==> config.mk <==
export PLATFORM = sky130hd
export DESIGN_NAME = psl_top
export DESIGN_NICKNAME = d
export VERILOG_FILES = /design/src/rtl/psl_pkg.sv /design/src/rtl/psl_clkdiv.sv /design/src/rtl/psl_sync.sv /design/src/rtl/psl_top.sv
export SDC_FILE = /design/constraint.sdc
export NUM_CORES = 1
export LEC_CHECK = 0
export BUFFER_PORTS_ARGS = -buffer_cell sky130_fd_sc_hd__buf_4
export CAP_MARGIN = 20
export CORE_ASPECT_RATIO = 0.5
export CORE_MARGIN = 2
export CORE_UTILIZATION = 30
export CTS_CLUSTER_SIZE = 24
export DETAILED_ROUTE_END_ITERATION = 8
export SLEW_MARGIN = 20
export SYNTH_ARGS = -nofsm -noshare
export SYNTH_HDL_FRONTEND = slang
export SYNTH_SLANG_ARGS = --single-unit
==> constraint.sdc <==
create_clock -name clk_i -period 4.3 [get_ports clk_i]
set_input_delay 0.43 -clock clk_i [delete_from_list [all_inputs] [get_ports clk_i]]
set_output_delay 0.43 -clock clk_i [all_outputs]
set_load 0.01 [all_outputs]
==> src/rtl/psl_pkg.sv <==
// constants, carriers and helpers shared by the pin control block
package psl_pkg;

  // ****************************************************************
  // clocking and timing
  // ****************************************************************
  localparam int unsigned CLK_HZ        = 25_000_000;
  localparam int unsigned CLK_PERIOD_NS = 40;
  localparam int unsigned MII10_HZ      = 2_500_000;
  localparam int unsigned MII100_HZ     = 25_000_000;
  localparam int unsigned MII10_DIV     = CLK_HZ / MII10_HZ;
  localparam int unsigned MII100_DIV    = CLK_HZ / MII100_HZ;

  // least times round up, never below one cycle
  function automatic int unsigned ns_to_cyc(input int unsigned ns);
    int unsigned c;
    c = (ns + CLK_PERIOD_NS - 1) / CLK_PERIOD_NS;
    ns_to_cyc = (c == 0) ? 1 : c;
  endfunction : ns_to_cyc

  localparam int unsigned POR_NS       = 1000;
  localparam int unsigned POR_CYC      = ns_to_cyc(POR_NS);
  localparam int unsigned ACT_HOLD_NS  = 40960;
  localparam int unsigned ACT_HOLD_CYC = ns_to_cyc(ACT_HOLD_NS);
  localparam int unsigned ACT_W        = 11;
  localparam int unsigned BLINK_BIT    = 7;
  localparam int unsigned POR_W        = 6;

  // ****************************************************************
  // register map
  // ****************************************************************
  localparam int unsigned ADDR_W = 8;
  localparam int unsigned DATA_W = 16;
  localparam logic [7:0] ADDR_CTRL  = 8'h18;
  localparam logic [7:0] ADDR_ISTAT = 8'h1A;
  localparam logic [7:0] ADDR_IMASK = 8'h1B;
  localparam logic [7:0] ADDR_PINS  = 8'h1C;

  localparam int unsigned CTRL_SYM_BIT = 0;
  localparam int unsigned CTRL_POL_BIT = 12;
  localparam logic [15:0] CTRL_RST     = 16'h0000;

  localparam int unsigned IRQ_W        = 2;
  localparam int unsigned IRQ_LINK_BIT = 0;
  localparam int unsigned IRQ_XRST_BIT = 1;
  localparam logic [1:0]  IMASK_RST    = 2'h0;

  // synchronised pin vector layout
  localparam int unsigned PIN_N    = 7;
  localparam int unsigned PIN_LINE = 0;
  localparam int unsigned PIN_FD   = 1;
  localparam int unsigned PIN_SPD  = 2;
  localparam int unsigned PIN_IRQ_PIN_SELECT = 3;
  localparam int unsigned PIN_AN   = 4;
  localparam int unsigned PIN_RECEIVE_ENABLE_PIN = 5;
  localparam int unsigned PIN_RPT  = 6;
  localparam logic [6:0]  PIN_RST  = 7'h00;

  // ****************************************************************
  // carriers
  // ****************************************************************
  typedef struct packed {
    logic o;
    logic oe;
  } psl_pin_t;

endpackage : psl_pkg

==> src/rtl/psl_clkdiv.sv <==
// strobe generator for the mii clock rate
`timescale 1ns/1ps
module psl_clkdiv #(
  parameter int unsigned DIV_SLOW = psl_pkg::MII10_DIV
) (
  input  wire logic clk_i,
  input  wire logic rst_i,
  input  wire logic fast_i,
  output logic      tick_o
);
  localparam int unsigned CW = $clog2(DIV_SLOW);
  localparam logic [CW-1:0] LAST = CW'(DIV_SLOW - 1);

  typedef struct packed {
    logic [CW-1:0] cnt;
    logic          tick;
  } psl_div_st_t;

  psl_div_st_t st_q;
  psl_div_st_t st_d;

  always_comb begin
    st_d = st_q;
    if (fast_i) begin
      st_d.cnt  = '0;
      st_d.tick = 1'b1;
    end else if (st_q.cnt == LAST) begin
      st_d.cnt  = '0;
      st_d.tick = 1'b1;
    end else begin
      st_d.cnt  = st_q.cnt + 1'b1;
      st_d.tick = 1'b0;
    end
  end

  always_ff @(posedge clk_i or posedge rst_i) begin
    if (rst_i) begin
      st_q <= '0;
    end else begin
      st_q <= st_d;
    end
  end

  assign tick_o = st_q.tick;
endmodule : psl_clkdiv

==> src/rtl/psl_sync.sv <==
// three-stage pin synchroniser with agreement filter
`timescale 1ns/1ps
module psl_sync #(
  parameter int unsigned     W       = 1,
  parameter logic [W-1:0]    RST_VAL = '0
) (
  input  wire logic         clk_i,
  input  wire logic         rst_i,
  input  wire logic [W-1:0] d_i,
  output logic      [W-1:0] q_o
);
  typedef struct packed {
    logic [W-1:0] s1;
    logic [W-1:0] s2;
    logic [W-1:0] s3;
    logic [W-1:0] q;
  } psl_sync_st_t;

  psl_sync_st_t st_q;
  psl_sync_st_t st_d;

  always_comb begin
    st_d    = st_q;
    st_d.s1 = d_i;
    st_d.s2 = st_q.s1;
    st_d.s3 = st_q.s2;
    // a bit changes only once stages two and three agree
    for (int i = 0; i < W; i++) begin
      if (st_q.s2[i] == st_q.s3[i]) begin
        st_d.q[i] = st_q.s3[i];
      end
    end
  end

  always_ff @(posedge clk_i or posedge rst_i) begin
    if (rst_i) begin
      st_q <= {RST_VAL, RST_VAL, RST_VAL, RST_VAL};
    end else begin
      st_q <= st_d;
    end
  end

  assign q_o = st_q.q;
endmodule : psl_sync

==> src/rtl/psl_top.sv <==
// strap, led, interrupt and enable pin logic of the phy
//
// Implementation choices: the plain strobed port and the register offsets.
`timescale 1ns/1ps

module psl_top (
  input  wire logic                 clk_i,
  input  wire logic                 rst_i,
  input  wire logic [7:0]           reg_addr_i,
  input  wire logic [15:0]          reg_wdata_i,
  input  wire logic                 reg_wr_i,
  input  wire logic                 reg_rd_i,
  output logic      [15:0]          reg_rdata_o,
  output logic                      irq_o,
  input  wire logic                 reset_line_i,
  output psl_pkg::psl_pin_t         reset_line_o,
  input  wire logic                 duplex_led_strap_i,
  output psl_pkg::psl_pin_t         duplex_led_strap_o,
  input  wire logic                 speed_led_strap_i,
  output psl_pkg::psl_pin_t         speed_led_strap_o,
  input  wire logic                 irq_pin_select_i,
  input  wire logic                 autoneg_strap_i,
  input  wire logic                 receive_enable_pin_i,
  input  wire logic                 repeater_select_i,
  output logic                      activity_led_o,
  output logic                      collision_led_o,
  output logic                      link_led_o,
  input  wire logic                 link_up_i,
  input  wire logic                 speed_100_i,
  input  wire logic                 full_duplex_i,
  input  wire logic                 activity_i,
  input  wire logic                 carrier_i,
  input  wire logic                 collision_i,
  input  wire logic                 tx_err_pin_i,
  input  wire logic                 rx_err_i,
  input  wire logic                 rx_symbol_bit4_i,
  output logic                      crs_o,
  output logic                      col_o,
  output logic                      tx_err_o,
  output logic                      tx_symbol_bit4_o,
  output logic                      rx_err_pin_o,
  output logic                      mii_clk_en_o,
  output logic                      core_reset_o,
  output logic                      adv_full_duplex_o,
  output logic                      adv_100_o,
  output logic                      autoneg_en_o,
  output logic                      rx_enable_o,
  output logic                      repeater_en_o
);

  // ****************************************************************
  // state
  // ****************************************************************
  typedef struct packed {
    logic [15:0]                ctrl;
    logic [1:0]                 istat;
    logic [1:0]                 imask;
    logic [15:0]                rdata;
    logic                       irq;
    logic [psl_pkg::POR_W-1:0]  por_cnt;
    logic                       por_drv;
    logic                       line;
    logic                       adv_fd;
    logic                       adv_100;
    logic                       link;
    logic [psl_pkg::ACT_W-1:0]  act_cnt;
    psl_pkg::psl_pin_t          rst_pin;
    psl_pkg::psl_pin_t          fd_pin;
    psl_pkg::psl_pin_t          spd_pin;
    logic                       act_led;
    logic                       col_led;
    logic                       lnk_led;
    logic                       core_rst;
    logic                       an_en;
    logic                       rx_en;
    logic                       rpt_en;
    logic                       crs;
    logic                       col;
    logic                       tx_err;
    logic                       tx_sym4;
    logic                       rx_err;
  } psl_top_st_t;

  psl_top_st_t st_q;
  psl_top_st_t st_d;

  logic [psl_pkg::PIN_N-1:0] pin_s;
  logic                      line_low;
  logic                      mgmt_interrupt_lvl;
  logic                      act_on;
  logic [1:0]                ev;

  // ****************************************************************
  // pin synchronisers and mii strobe
  // ****************************************************************
  psl_sync #(
    .W       (psl_pkg::PIN_N),
    .RST_VAL (psl_pkg::PIN_RST)
  ) u_sync (
    .clk_i (clk_i),
    .rst_i (rst_i),
    .d_i   ({repeater_select_i, receive_enable_pin_i, autoneg_strap_i,
             irq_pin_select_i, speed_led_strap_i, duplex_led_strap_i,
             reset_line_i}),
    .q_o   (pin_s)
  );

  // strobe rate follows the resolved speed of the core
  psl_clkdiv #(
    .DIV_SLOW (psl_pkg::MII10_DIV)
  ) u_div (
    .clk_i  (clk_i),
    .rst_i  (rst_i),
    .fast_i (speed_100_i),
    .tick_o (mii_clk_en_o)
  );

  // ****************************************************************
  // next state
  // ****************************************************************
  // our own drive is counted as low at once; the pin echo lags
  assign line_low = !pin_s[psl_pkg::PIN_LINE] || st_q.por_drv;
  assign act_on   = (st_q.act_cnt != '0);

  always_comb begin
    st_d     = st_q;
    ev       = '0;
    mgmt_interrupt_lvl = 1'b0;

    // power-on drive of the open-drain reset line
    if (st_q.por_drv) begin
      if (st_q.por_cnt == psl_pkg::POR_W'(psl_pkg::POR_CYC - 1)) begin
        st_d.por_drv = 1'b0;
      end else begin
        st_d.por_cnt = st_q.por_cnt + 1'b1;
      end
    end
    st_d.rst_pin.o  = 1'b0;
    st_d.rst_pin.oe = st_d.por_drv;

    // external low while we are not driving is a reset request
    st_d.line = pin_s[psl_pkg::PIN_LINE];
    if (!pin_s[psl_pkg::PIN_LINE] && st_q.line && !st_q.por_drv) begin
      ev[psl_pkg::IRQ_XRST_BIT] = 1'b1;
    end
    st_d.core_rst = line_low;

    // straps are caught on the rising edge of the line
    if (pin_s[psl_pkg::PIN_LINE] && !st_q.line) begin
      st_d.adv_fd  = pin_s[psl_pkg::PIN_FD];
      st_d.adv_100 = !pin_s[psl_pkg::PIN_SPD];
    end

    // strap pins are inputs while the line is low
    if (line_low) begin
      st_d.fd_pin  = '{o: 1'b1, oe: 1'b0};
      st_d.spd_pin = '{o: 1'b1, oe: 1'b0};
    end else begin
      st_d.fd_pin  = '{o: !full_duplex_i, oe: 1'b1};
      st_d.spd_pin = '{o: speed_100_i, oe: 1'b1};
    end

    // link change only counts once the line is up
    st_d.link = link_up_i;
    if (!line_low && (link_up_i != st_q.link)) begin
      ev[psl_pkg::IRQ_LINK_BIT] = 1'b1;
    end

    // activity stretch so a single frame is visible
    if (activity_i) begin
      st_d.act_cnt = psl_pkg::ACT_W'(psl_pkg::ACT_HOLD_CYC - 1);
    end else if (act_on) begin
      st_d.act_cnt = st_q.act_cnt - 1'b1;
    end

    // register writes; status is write-one-to-clear, set wins
    if (reg_wr_i) begin
      unique case (reg_addr_i)
        psl_pkg::ADDR_CTRL:  st_d.ctrl  = reg_wdata_i;
        psl_pkg::ADDR_IMASK: st_d.imask = reg_wdata_i[1:0];
        psl_pkg::ADDR_ISTAT: st_d.istat = st_q.istat & ~reg_wdata_i[1:0];
        default: ;
      endcase
    end
    st_d.istat = st_d.istat | ev;
    st_d.irq   = |(st_d.istat & st_d.imask);

    // interrupt pin polarity: control bit set means active high
    mgmt_interrupt_lvl = st_d.ctrl[psl_pkg::CTRL_POL_BIT] ? st_d.irq
                                                : !st_d.irq;

    // led and interrupt steering
    if (pin_s[psl_pkg::PIN_IRQ_PIN_SELECT]) begin
      st_d.act_led = !act_on;
      st_d.col_led = mgmt_interrupt_lvl;
      st_d.lnk_led = !link_up_i;
    end else begin
      st_d.act_led = mgmt_interrupt_lvl;
      st_d.col_led = !collision_i;
      // blink off while activity lasts, so link stays readable
      st_d.lnk_led = !(link_up_i &&
                       !(act_on && st_q.act_cnt[psl_pkg::BLINK_BIT]));
    end

    // level enables from the strap pins
    st_d.an_en  = pin_s[psl_pkg::PIN_AN];
    st_d.rx_en  = pin_s[psl_pkg::PIN_RECEIVE_ENABLE_PIN];
    st_d.rpt_en = pin_s[psl_pkg::PIN_RPT];

    st_d.crs = carrier_i;
    st_d.col = collision_i;

    // symbol mode reuses the error lines as the fifth bit
    if (st_d.ctrl[psl_pkg::CTRL_SYM_BIT]) begin
      st_d.tx_err  = 1'b0;
      st_d.tx_sym4 = tx_err_pin_i;
      st_d.rx_err  = rx_symbol_bit4_i;
    end else begin
      st_d.tx_err  = tx_err_pin_i;
      st_d.tx_sym4 = 1'b0;
      st_d.rx_err  = rx_err_i;
    end

    // read data stands only in the cycle after the strobe
    st_d.rdata = '0;
    if (reg_rd_i) begin
      unique case (reg_addr_i)
        psl_pkg::ADDR_CTRL:  st_d.rdata = st_q.ctrl;
        psl_pkg::ADDR_ISTAT: st_d.rdata = {14'h0000, st_q.istat};
        psl_pkg::ADDR_IMASK: st_d.rdata = {14'h0000, st_q.imask};
        psl_pkg::ADDR_PINS:  st_d.rdata = {8'h00, st_q.adv_100,
                                           st_q.adv_fd, pin_s[6:3],
                                           st_q.link, line_low};
        default: st_d.rdata = '0;
      endcase
    end
  end

  // ****************************************************************
  // registers
  // ****************************************************************
  always_ff @(posedge clk_i or posedge rst_i) begin
    if (rst_i) begin
      st_q          <= '0;
      st_q.ctrl     <= psl_pkg::CTRL_RST;
      st_q.imask    <= psl_pkg::IMASK_RST;
      st_q.por_drv  <= 1'b1;
      st_q.rst_pin  <= '{o: 1'b0, oe: 1'b1};
      st_q.fd_pin   <= '{o: 1'b1, oe: 1'b0};
      st_q.spd_pin  <= '{o: 1'b1, oe: 1'b0};
      st_q.act_led  <= 1'b1;
      st_q.col_led  <= 1'b1;
      st_q.lnk_led  <= 1'b1;
      st_q.core_rst <= 1'b1;
    end else begin
      st_q <= st_d;
    end
  end

  assign reg_rdata_o        = st_q.rdata;
  assign irq_o              = st_q.irq;
  assign reset_line_o       = st_q.rst_pin;
  assign duplex_led_strap_o = st_q.fd_pin;
  assign speed_led_strap_o  = st_q.spd_pin;
  assign activity_led_o     = st_q.act_led;
  assign collision_led_o    = st_q.col_led;
  assign link_led_o         = st_q.lnk_led;
  assign crs_o              = st_q.crs;
  assign col_o              = st_q.col;
  assign tx_err_o           = st_q.tx_err;
  assign tx_symbol_bit4_o   = st_q.tx_sym4;
  assign rx_err_pin_o       = st_q.rx_err;
  assign core_reset_o       = st_q.core_rst;
  assign adv_full_duplex_o  = st_q.adv_fd;
  assign adv_100_o          = st_q.adv_100;
  assign autoneg_en_o       = st_q.an_en;
  assign rx_enable_o        = st_q.rx_en;
  assign repeater_en_o      = st_q.rpt_en;
endmodule : psl_top

Word level (Yosys, flattened, before mapping)
Cells that the tools add are included.

Register bits after elaboration: 108. Bits in latches: 0. RAM bits: 0. Memory bits (read-only): 0. Bits of input ports: 44. Output and inout bits: 38. Logic and storage cells: 105. Memories kept: 0.

$add $sub $neg: 3. $mul: 0. Div/mod/pow operators: 0. Order comparisons: 0. Equal/unequal tests: 14. Shift operators: 0. Multiplexer cells: 18. Bitwise logic cells: 5. Reductions and logical operators: 24.

Operators with widths (count): $pmux 16 s4 (1); $eq 8x5->1 const B (4); $mux 11 (2); $mux 17 (1); $mux 16 (1); $mux 13 (1); $logic_not 1->1 (12); $reduce_bool 11->1 (1); $sub 11x1->11 const B (1); $mux 5 (2); $eq 1x1->1 (7); $add 6x1->6 const B (1); $eq 6x5->1 const B (1); $logic_and 1x1->1 (6); $mux 3 (2); $mux 1 (5); $add 4x1->4 const B (1); $and 2x2->2 (2); $eq 4x4->1 const B (1); $mux 2 (2); $mux 4 (1); $reduce_and 2->1 (2); $not 2->2 (1); $or 2x2->2 (1); other kinds (5) (5).

Depth between registers and ports, before layout
Gate-level depths: netlist of the first run.

Depth after elaboration: 11. Gate-level depth with buffers: 7.

Cells and area by module
A second synthesis of the first run with hierarchy kept.

Cell total of the unflattened synthesis: 339. Area, all modules: 4262.8 um^2.

Modules (own cells, without submodules): psl_top (times used 1, cells an instance 275, area an instance 3199.3 um^2, seq. area each 1860.5 um^2); psl_sync (times used 1, cells an instance 43, area an instance 835.8 um^2, seq. area each 700.7 um^2); psl_clkdiv (times used 1, cells an instance 21, area an instance 227.7 um^2, seq. area each 125.1 um^2).

Worst setup path before layout of the first run
Ideal clock, no wire load.

Kind: input-to-reg. Start point: input port reg_addr_i[2]. End point: register st_q, in the netlist activity_led_o. Data arrival time: 1.879 ns. Path slack: 2.322 ns. Cell stages on the path: 5. Path buffers: 0. Path through: or4b_4 > o31ai_2 > a22oi_1 > or2_4 > a221oi_1.

RTL lines: from (decl) (RTL line psl_top.sv:9) `input wire logic [7:0] reg_addr_i,`; to (signal assigned) (RTL line psl_top.sv:256) `st_q <= st_d;`; to (decl) (RTL line psl_top.sv:84) `psl_top_st_t st_q;`.

==> impl_metrics.csv, run 1 <==
group,metric,value,unit
cts,clock-sinks,107,
drt,drc_errors,0,
global_routing,grt_pass1_vias,2410,
drt,drt-total-wl,7460,um
cts,cts-htree-levels,3,
sta,worstMarginPinSlew,0.9401,ns
worst_setup_path,slowest_stage,"nand3_1",
placed_design,portBuffers,80,
sta,final_max_slew_viol_count,0,
yosys,synth.avg_cell_area,13.07,um^2
final_layout,area_growth,22.58,%
min_path,min_path_type,"in2reg",
yosys,synth_ff_type,"dfrtp_1",
cts,cts_setup_buffers,0,
power_and_ir_drop,power_leakage,2.374,nW
worst_setup_path,crit_type,"in2reg",
cts,insertion_delay,0.34,ns
floorplanning,fp.dieH,87.61,um
final_layout,final_nets,436,
worst_setup_path,worstSetupStartpointType,"input port",
sta,setup_viol,0,
worst_setup_path,crit_chain,"buf_4, nor4_2, nand3_1, mux2i_1, mux2_2",
power_and_ir_drop,power,2.019,mW
final_layout,antenna_cells,0,
yosys,netlist.area_leader.share,0.5967,
job,cap_violations,0,
worst_setup_path,cp-endpoint,"rx_err_pin_o$_DFF_PP0_",
cts,cts_tree,"yes",
sta,fin_skew,0.006816,ns
drt,drtAntennaViolNets,0,
cts,clock_path_buffers,2,
drt,routed_via_density,4.178,
worst_setup_path,required,4.52,ns
yosys,synthTopCellsByArea,"dfrtp_1 60%, dfstp_2 4.4%, mux2_2 4.3%, buf_4 3.9%, mux2i_1 2.4%",
global_routing,grt_antenna_before_repair,0,
sta,rsz0062_at_grt,"no",
floorplanning,io_pins,82,
power_and_ir_drop,peakVddDrop,0.1737,mV
worst_setup_path,critical_path_depth,5,
worst_setup_path,timing.rr.start,"st_q[26]$_DFFE_PP0P_",
worst_setup_path,r2r_cells,5,
placed_design,pre_cts_slack,1.512,ns
drt,vias,2436,
yosys,synth_largest_area_cell,"dfrtp_1",
yosys,syn_nets,371,
sta,fin_crit_sh,0.5497,
yosys,ys_seq_elements,107,
yosys,syn_area,4194,um^2
worst_setup_path,endpoint_kind,"register",
worst_setup_path,cp_data_arrival_time,2.59,ns
cts,numCtsBuffers,9,
global_routing,grt_max_degree,80,
floorplanning,die_area,15000,um^2
sta,slew_headroom,0.3733,
cts,clk_pin_slew,0.07,ns
cts,ctsHoldBuffers,0,
status,outcome,"finished clean",
yosys,seq_area_frac_synth,0.6405,
drt,first_pass_iters,4,
yosys,synth_warnings,0,
sta,setup_slack,1.936,ns
worst_setup_path,cp.buffers_inverters,1,
power_and_ir_drop,power_density,392.7,nW/um^2
drt,drt-initial-drc-count,134,
final_layout,drive_gt1_frac,0.3248,
placed_design,placed_area,4861,um^2
yosys,yosysUniqueCellTypes,43,
yosys,async_reset_ff_frac,1.000,
floorplanning,initial_core_util,0.3087,
floorplanning,core_area,13590,um^2
sta,fmax,423.1,MHz
floorplanning,row_count,30,
global_routing,grt_first_pass_wirelength,12190,um
cts,root_buffer,"clkbuf_16",
sta,tns,0,ns
worst_setup_path,slowest_delay,0.70,ns
yosys,syn_inst,321,
worst_setup_path,path_delay_family,"simple AND/OR/NAND/NOR gates",
floorplanning,die_w,171.2,um
final_layout,final_area,5141,um^2
sta,finalCriticalPeriod,2.364,ns
final_layout,nFillCells,1346,
sta,timing.final.hold_violations,0,
placed_design,place_hpwl,5253,um
drt,wl_per_cell,12.80,um
worst_setup_path,reg2reg_slack,2.28,ns
worst_setup_path,worst-path-max-fanout,16,
yosys,synth-edff-count,0,
cts,cts_resized,0,
global_routing,grt-ovfl-total,0,
placed_design,gp_congestion,0.7966,
global_routing,grt_util_all_layers,0.1071,
worst_setup_path,worst_r2r_endpoint,"st_q[24]$_DFFE_PP0P_",
worst_setup_path,crit_start,"reg_addr_i[0]",
[area by class of cell]
cell class                 count  area [um^2]  area share
sequential                   107         2686      0.5225
multi-input combinational    176         1282      0.2495
timing repair buffer          81        608.1      0.1183
clock buffer                  11        242.7     0.04721
tap                          192        240.2     0.04673
inverter                      11        43.79    0.008518
clock inverter                 5        37.54    0.007301
[layout by cell type, fill, tap and decap left out, drive strengths merged, types with 2 or more instances in the layout]
cell / synthesis / final
nor4: 3 / 3
nand2b: 10 / 10
a2111oi: 2 / 2
xnor2: 7 / 7
and3: 2 / 2
clkinv: 0 / 2
xor2: 7 / 7
o31ai: 4 / 4
clkinvlp: 0 / 2
and2: 12 / 12
nand2: 19 / 19
dfstp: 7 / 7
nor2b: 5 / 5
nor3: 5 / 5
o21ai: 7 / 7
o22ai: 2 / 2
nand4: 5 / 5
mux2: 16 / 16
or3b: 2 / 2
a22oi: 2 / 2
buf: 23 / 81
nor2: 18 / 18
dfrtp: 100 / 100
nand4b: 3 / 3
nand3: 7 / 7
ha: 6 / 6
clkbuf: 4 / 11
maj3: 7 / 7
a221oi: 2 / 2
a21oi: 3 / 3
inv: 11 / 12
mux2i: 10 / 10
[worst min-delay path by stage]
| stage | from | to | slack [ns] | depth (start not counted) |
|---|---|---|---|---|
| finish | receive_enable_pin_i | u_sync.st_d[19]$_DFF_PP0_ | 0.19 | 1 |
| global route | receive_enable_pin_i | u_sync.st_d[19]$_DFF_PP0_ | 0.17 | 1 |
| CTS | duplex_led_strap_i | u_sync.st_d[15]$_DFF_PP0_ | 0.17 | 1 |
| detailed placement | u_sync.st_d[18]$_DFF_PP0_ | u_sync.st_d[11]$_DFF_PP0_ | 0.33 | 0 |
| global placement | u_sync.st_d[19]$_DFF_PP0_ | u_sync.st_d[12]$_DFF_PP0_ | 0.33 | 0 |
| floorplan | u_sync.st_d[17]$_DFF_PP0_ | u_sync.st_d[10]$_DFF_PP0_ | 0.33 | 0 |
[flip-flops by register name, indices dropped and copies added, names as in the netlist, 2 cells and up]
| signal | cells |
|---|---|
| u_sync.st_d | 14 |
| u_div.st_q | 4 |
| reg_rdata_o | 16 |
| st_q | 39 |
| u_sync.q_o | 7 |
| duplex_led_strap_o | 2 |
| u_sync.st_q | 7 |
[power by group]
part / internal, mW / switching (mW)
sequential: 1.06 / 0.0279
clock: 0.411 / 0.358
combinational: 0.0839 / 0.0811
total: 1.55 / 0.467
[Yosys cell counts (2+ instances only)]
library cell and instances:
and3_1 2, mux2_2 16, and2_1 12, mux2i_1 10
dfstp_2 7, xnor2_1 7, nor2_1 18, a22oi_1 2
o21ai_0 7, o31ai_2 3, a221oi_1 2, buf_4 22
nor2b_1 5, nand4_1 5, nand2b_1 10, clkbuf_1 4
o22ai_1 2, nor4_1 2, xor2_1 7, maj3_1 7
dfrtp_1 100, nand2_1 19, ha_1 6, a2111oi_0 2
nand4b_1 3, nand3_1 7, nor3_1 5, inv_1 11
or3b_1 2, a21oi_1 3
[metrics by stage]
step | hold slack [ns] | util | std cells
4_1_cts | 0.1717 | 0.3784 | 583
6_report | 0.1871 | 0.3784 | 583
5_1_grt | 0.1693 | 0.3784 | 583
3_5_place_dp | 0.3347 | 0.3577 | 567
3_3_place_gp | 0.3322 | 0.3577 | 567
2_1_floorplan | 0.3312 | - | 321
[layer usage]
metal / track usage / wire, um / vias to the layer above
met5: 0 / 0 / -
met4: 0.04160 / 119 / 0
met3: 0.03977 / 381 / 10
met2: 0.1686 / 3589 / 40
met1: 0.1360 / 3369 / 1194
li1: - / - / 1192
[logic make-up (layout without fill, tap and decap cells)]
kind of cell,after synthesis,in the layout,synth area share
adders and majority gates,13,13,0.03461
muxes,26,26,0.06683
xor gates and xnor gates,14,14,0.02924
AOI/OAI and AO/OA,25,25,0.04654
and+or+nand+nor,97,97,0.1277
buffers and inverters,38,108,0.05370
other,1,1,0.0008941
DFF,107,107,0.6405
No activity file was read; power rests on OpenSTA's default activity.
==> inputs of run 2 (changes only) <==
==> constraint.sdc (replaced) <==
create_clock -name clk_i -period 2.46 [get_ports clk_i]
set_input_delay 0.246 -clock clk_i [delete_from_list [all_inputs] [get_ports clk_i]]
set_output_delay 0.246 -clock clk_i [all_outputs]
set_load 0.01 [all_outputs]
==> run 2 against run 1 <==
  * Flip-flop and latch count unchanged
  * Cell area increased by 2.6%
  * Critical path depth unchanged
  * Global-route usage increased by 0.14 points
  * Clock power increased by 89%
  * Register-to-register slack got worse by 1.7 ns
  * First-iteration DRC count decreased by 37%
  * Critical endpoint is now st_q[24]$_DFFE_PP0P_
  * Final cell count increased by 1.7%
  * Combinational power increased by 82%
  * Non-clock buffer count increased by 10
  * Routed wire length increased by 1.9%
==> impl_metrics.csv, run 2 (synthesis gave the netlist of run 1 again) <==
group,metric,value,unit
drt,routed_via_density,4.212,
cts,insertion_delay,0.34,ns
global_routing,grt_max_degree,108,
sta,worstMarginPinSlew,0.5654,ns
min_path,min_path_cells,1,
final_layout,regMostFlops,"st_q",
cts,root_buffer,"clkbuf_16",
power_and_ir_drop,power,3.652,mW
global_routing,grt_use_met3,0.03389,
worst_setup_path,endpoint_kind,"register",
worst_setup_path,slowest_stage,"dfrtp_1",
final_layout,largest_register_ffs,39,
floorplanning,die_area,15000,um^2
cts,numCtsBuffers,9,
final_layout,antenna_cells,0,
sta,fin_crit_sh,0.7642,
placed_design,place_hpwl,5214,um
final_layout,nFillCells,1340,
worst_setup_path,cp.buffers_inverters,0,
worst_setup_path,required,2.68,ns
global_routing,grt_antenna_before_repair,0,
drt,wl_per_cell,12.82,um
sta,tns,0,ns
sta,rsz0062_at_grt,"no",
sta,slew_headroom,0.6230,
floorplanning,fp.dieH,87.61,um
power_and_ir_drop,power_density,692.6,nW/um^2
worst_setup_path,reg2reg_slack,0.58,ns
floorplanning,initial_core_util,0.3087,
floorplanning,io_pins,82,
floorplanning,row_count,30,
sta,fmax,531.9,MHz
final_layout,mostFrequentLayoutCells,"100 x dfrtp_1, 83 x buf_4, 19 x nand2_1",
power_and_ir_drop,peakVddDrop,0.3019,mV
global_routing,grt_pass1_vias,2513,
drt,drt-initial-drc-count,85,
worst_setup_path,cp_data_arrival_time,2.10,ns
worst_setup_path,crit_type,"reg2reg",
final_layout,final_nets,446,
global_routing,grt-ovfl-total,0,
min_path,min_path_type,"in2reg",
worst_setup_path,slowest_delay,0.40,ns
cts,clock_path_buffers,2,
worst_setup_path,crit_chain,"nor4_1, nand4b_1, nand2_1, nor3_1, or3b_1",
cts,clock-sinks,107,
cts,cts_tree,"yes",
final_layout,area_growth,25.72,%
placed_design,placed_area,4897,um^2
worst_setup_path,timing.rr.start,"st_q[26]$_DFFE_PP0P_",
job,cap_violations,0,
worst_setup_path,path_delay_family,"simple AND/OR/NAND/NOR gates",
worst_setup_path,worst-path-max-fanout,8,
sta,final_max_slew_viol_count,0,
final_layout,final_area,5273,um^2
sta,fin_skew,0.004604,ns
placed_design,gp_congestion,0.7845,
final_layout,layout_commonest_cell,"dfrtp_1",
global_routing,grt_busiest_layer,"met2",
floorplanning,die_w,171.2,um
global_routing,met2_usage,0.1796,
min_path,min_delay_worst_endpoint,"u_sync.st_d[14]$_DFF_PP0_",
final_layout,post-route-util,0.3880,
cts,cts-htree-levels,3,
drt,drt-total-wl,7604,um
sta,timing.final.hold_violations,0,
worst_setup_path,worstSetupStartpointType,"register",
global_routing,grt_first_pass_wirelength,12390,um
worst_setup_path,worst_r2r_endpoint,"st_q[24]$_DFFE_PP0P_",
min_path,hp-start,"reset_line_i",
global_routing,grt_util_all_layers,0.1085,
sta,setup_viol,0,
drt,drtAntennaViolNets,0,
worst_setup_path,r2r_cells,5,
drt,first_pass_iters,4,
drt,drc_errors,0,
sta,finalCriticalPeriod,1.880,ns
drt,vias,2498,
power_and_ir_drop,power_leakage,2.437,nW
final_layout,drive_gt1_frac,0.3242,
floorplanning,core_area,13590,um^2
status,outcome,"finished clean",
global_routing,globalRouteMet1Util,0.1360,
placed_design,portBuffers,80,
cts,clk_pin_slew,0.07,ns
-- run 2: cell count changes in the layout (fill, tap and decap cells not counted), sizes merged --
cell | previous run | this run
inv | 12 | 10
bufinv | 0 | 1
dlygate4sd3 | 0 | 7
clkbuf | 11 | 12
clkinv | 2 | 3
clkinvlp | 2 | 1
buf | 81 | 84
-- run 2: how the worst max path moves through the flow --
stage	end	start	cells after the start	slack [ns]
2_1_floorplan	activity_led_o$_DFF_PP1_	reg_addr_i[2]	5	0.67
3_3_place_gp	activity_led_o$_DFF_PP1_	reg_addr_i[2]	6	0.39
3_5_place_dp	collision_led_o$_DFF_PP1_	reg_addr_i[2]	6	0.34
4_1_cts	st_q[24]$_DFFE_PP0P_	st_q[26]$_DFFE_PP0P_	5	0.55
5_1_grt	st_q[21]$_DFFE_PP0P_	st_q[26]$_DFFE_PP0P_	5	0.33
6_report	st_q[24]$_DFFE_PP0P_	st_q[26]$_DFFE_PP0P_	5	0.58
-- run 2: per-stage QoR --
stage	cells	hold WS (ns)	setup WS, ns
after floorplan	321	0.2774	0.6662
after global placement	570	0.3323	0.3893
after detailed placement	570	0.3347	0.3430
after CTS	591	0.0003165	0.5456
after global routing	593	0.001173	0.3341
final	593	0.01673	0.5801
-- run 2: routing by layer --
metal  up-vias  wire length [um]
met1      1228              3498
met2        44              3736
met4         0                78
li1       1219                 -
met3         7               290
met5         -                 0
-- run 2: timing repair --
item / 4_1_cts / 5_1_grt
hold buffers: 5 / 2
gates resized for setup: 0 / 0
buffers inserted: 0 / 0
hold endpoints to repair: 5 / 2
-- run 2: final cells by class --
cell class | count | area [um^2] | area share
clock buffers | 12 | 256.5 | 0.04865
clock inverters | 4 | 48.80 | 0.009255
inverters | 11 | 45.04 | 0.008543
multi-input cells | 176 | 1282 | 0.2432
flip-flops and latches | 107 | 2686 | 0.5095
well taps | 192 | 240.2 | 0.04556
repair buffers | 91 | 713.2 | 0.1353
-- run 2: power breakdown --
group	internal, mW	switching (mW)
combinational	0.158	0.142
clock	0.843	0.610
sequential	1.85	0.0491
total	2.85	0.801
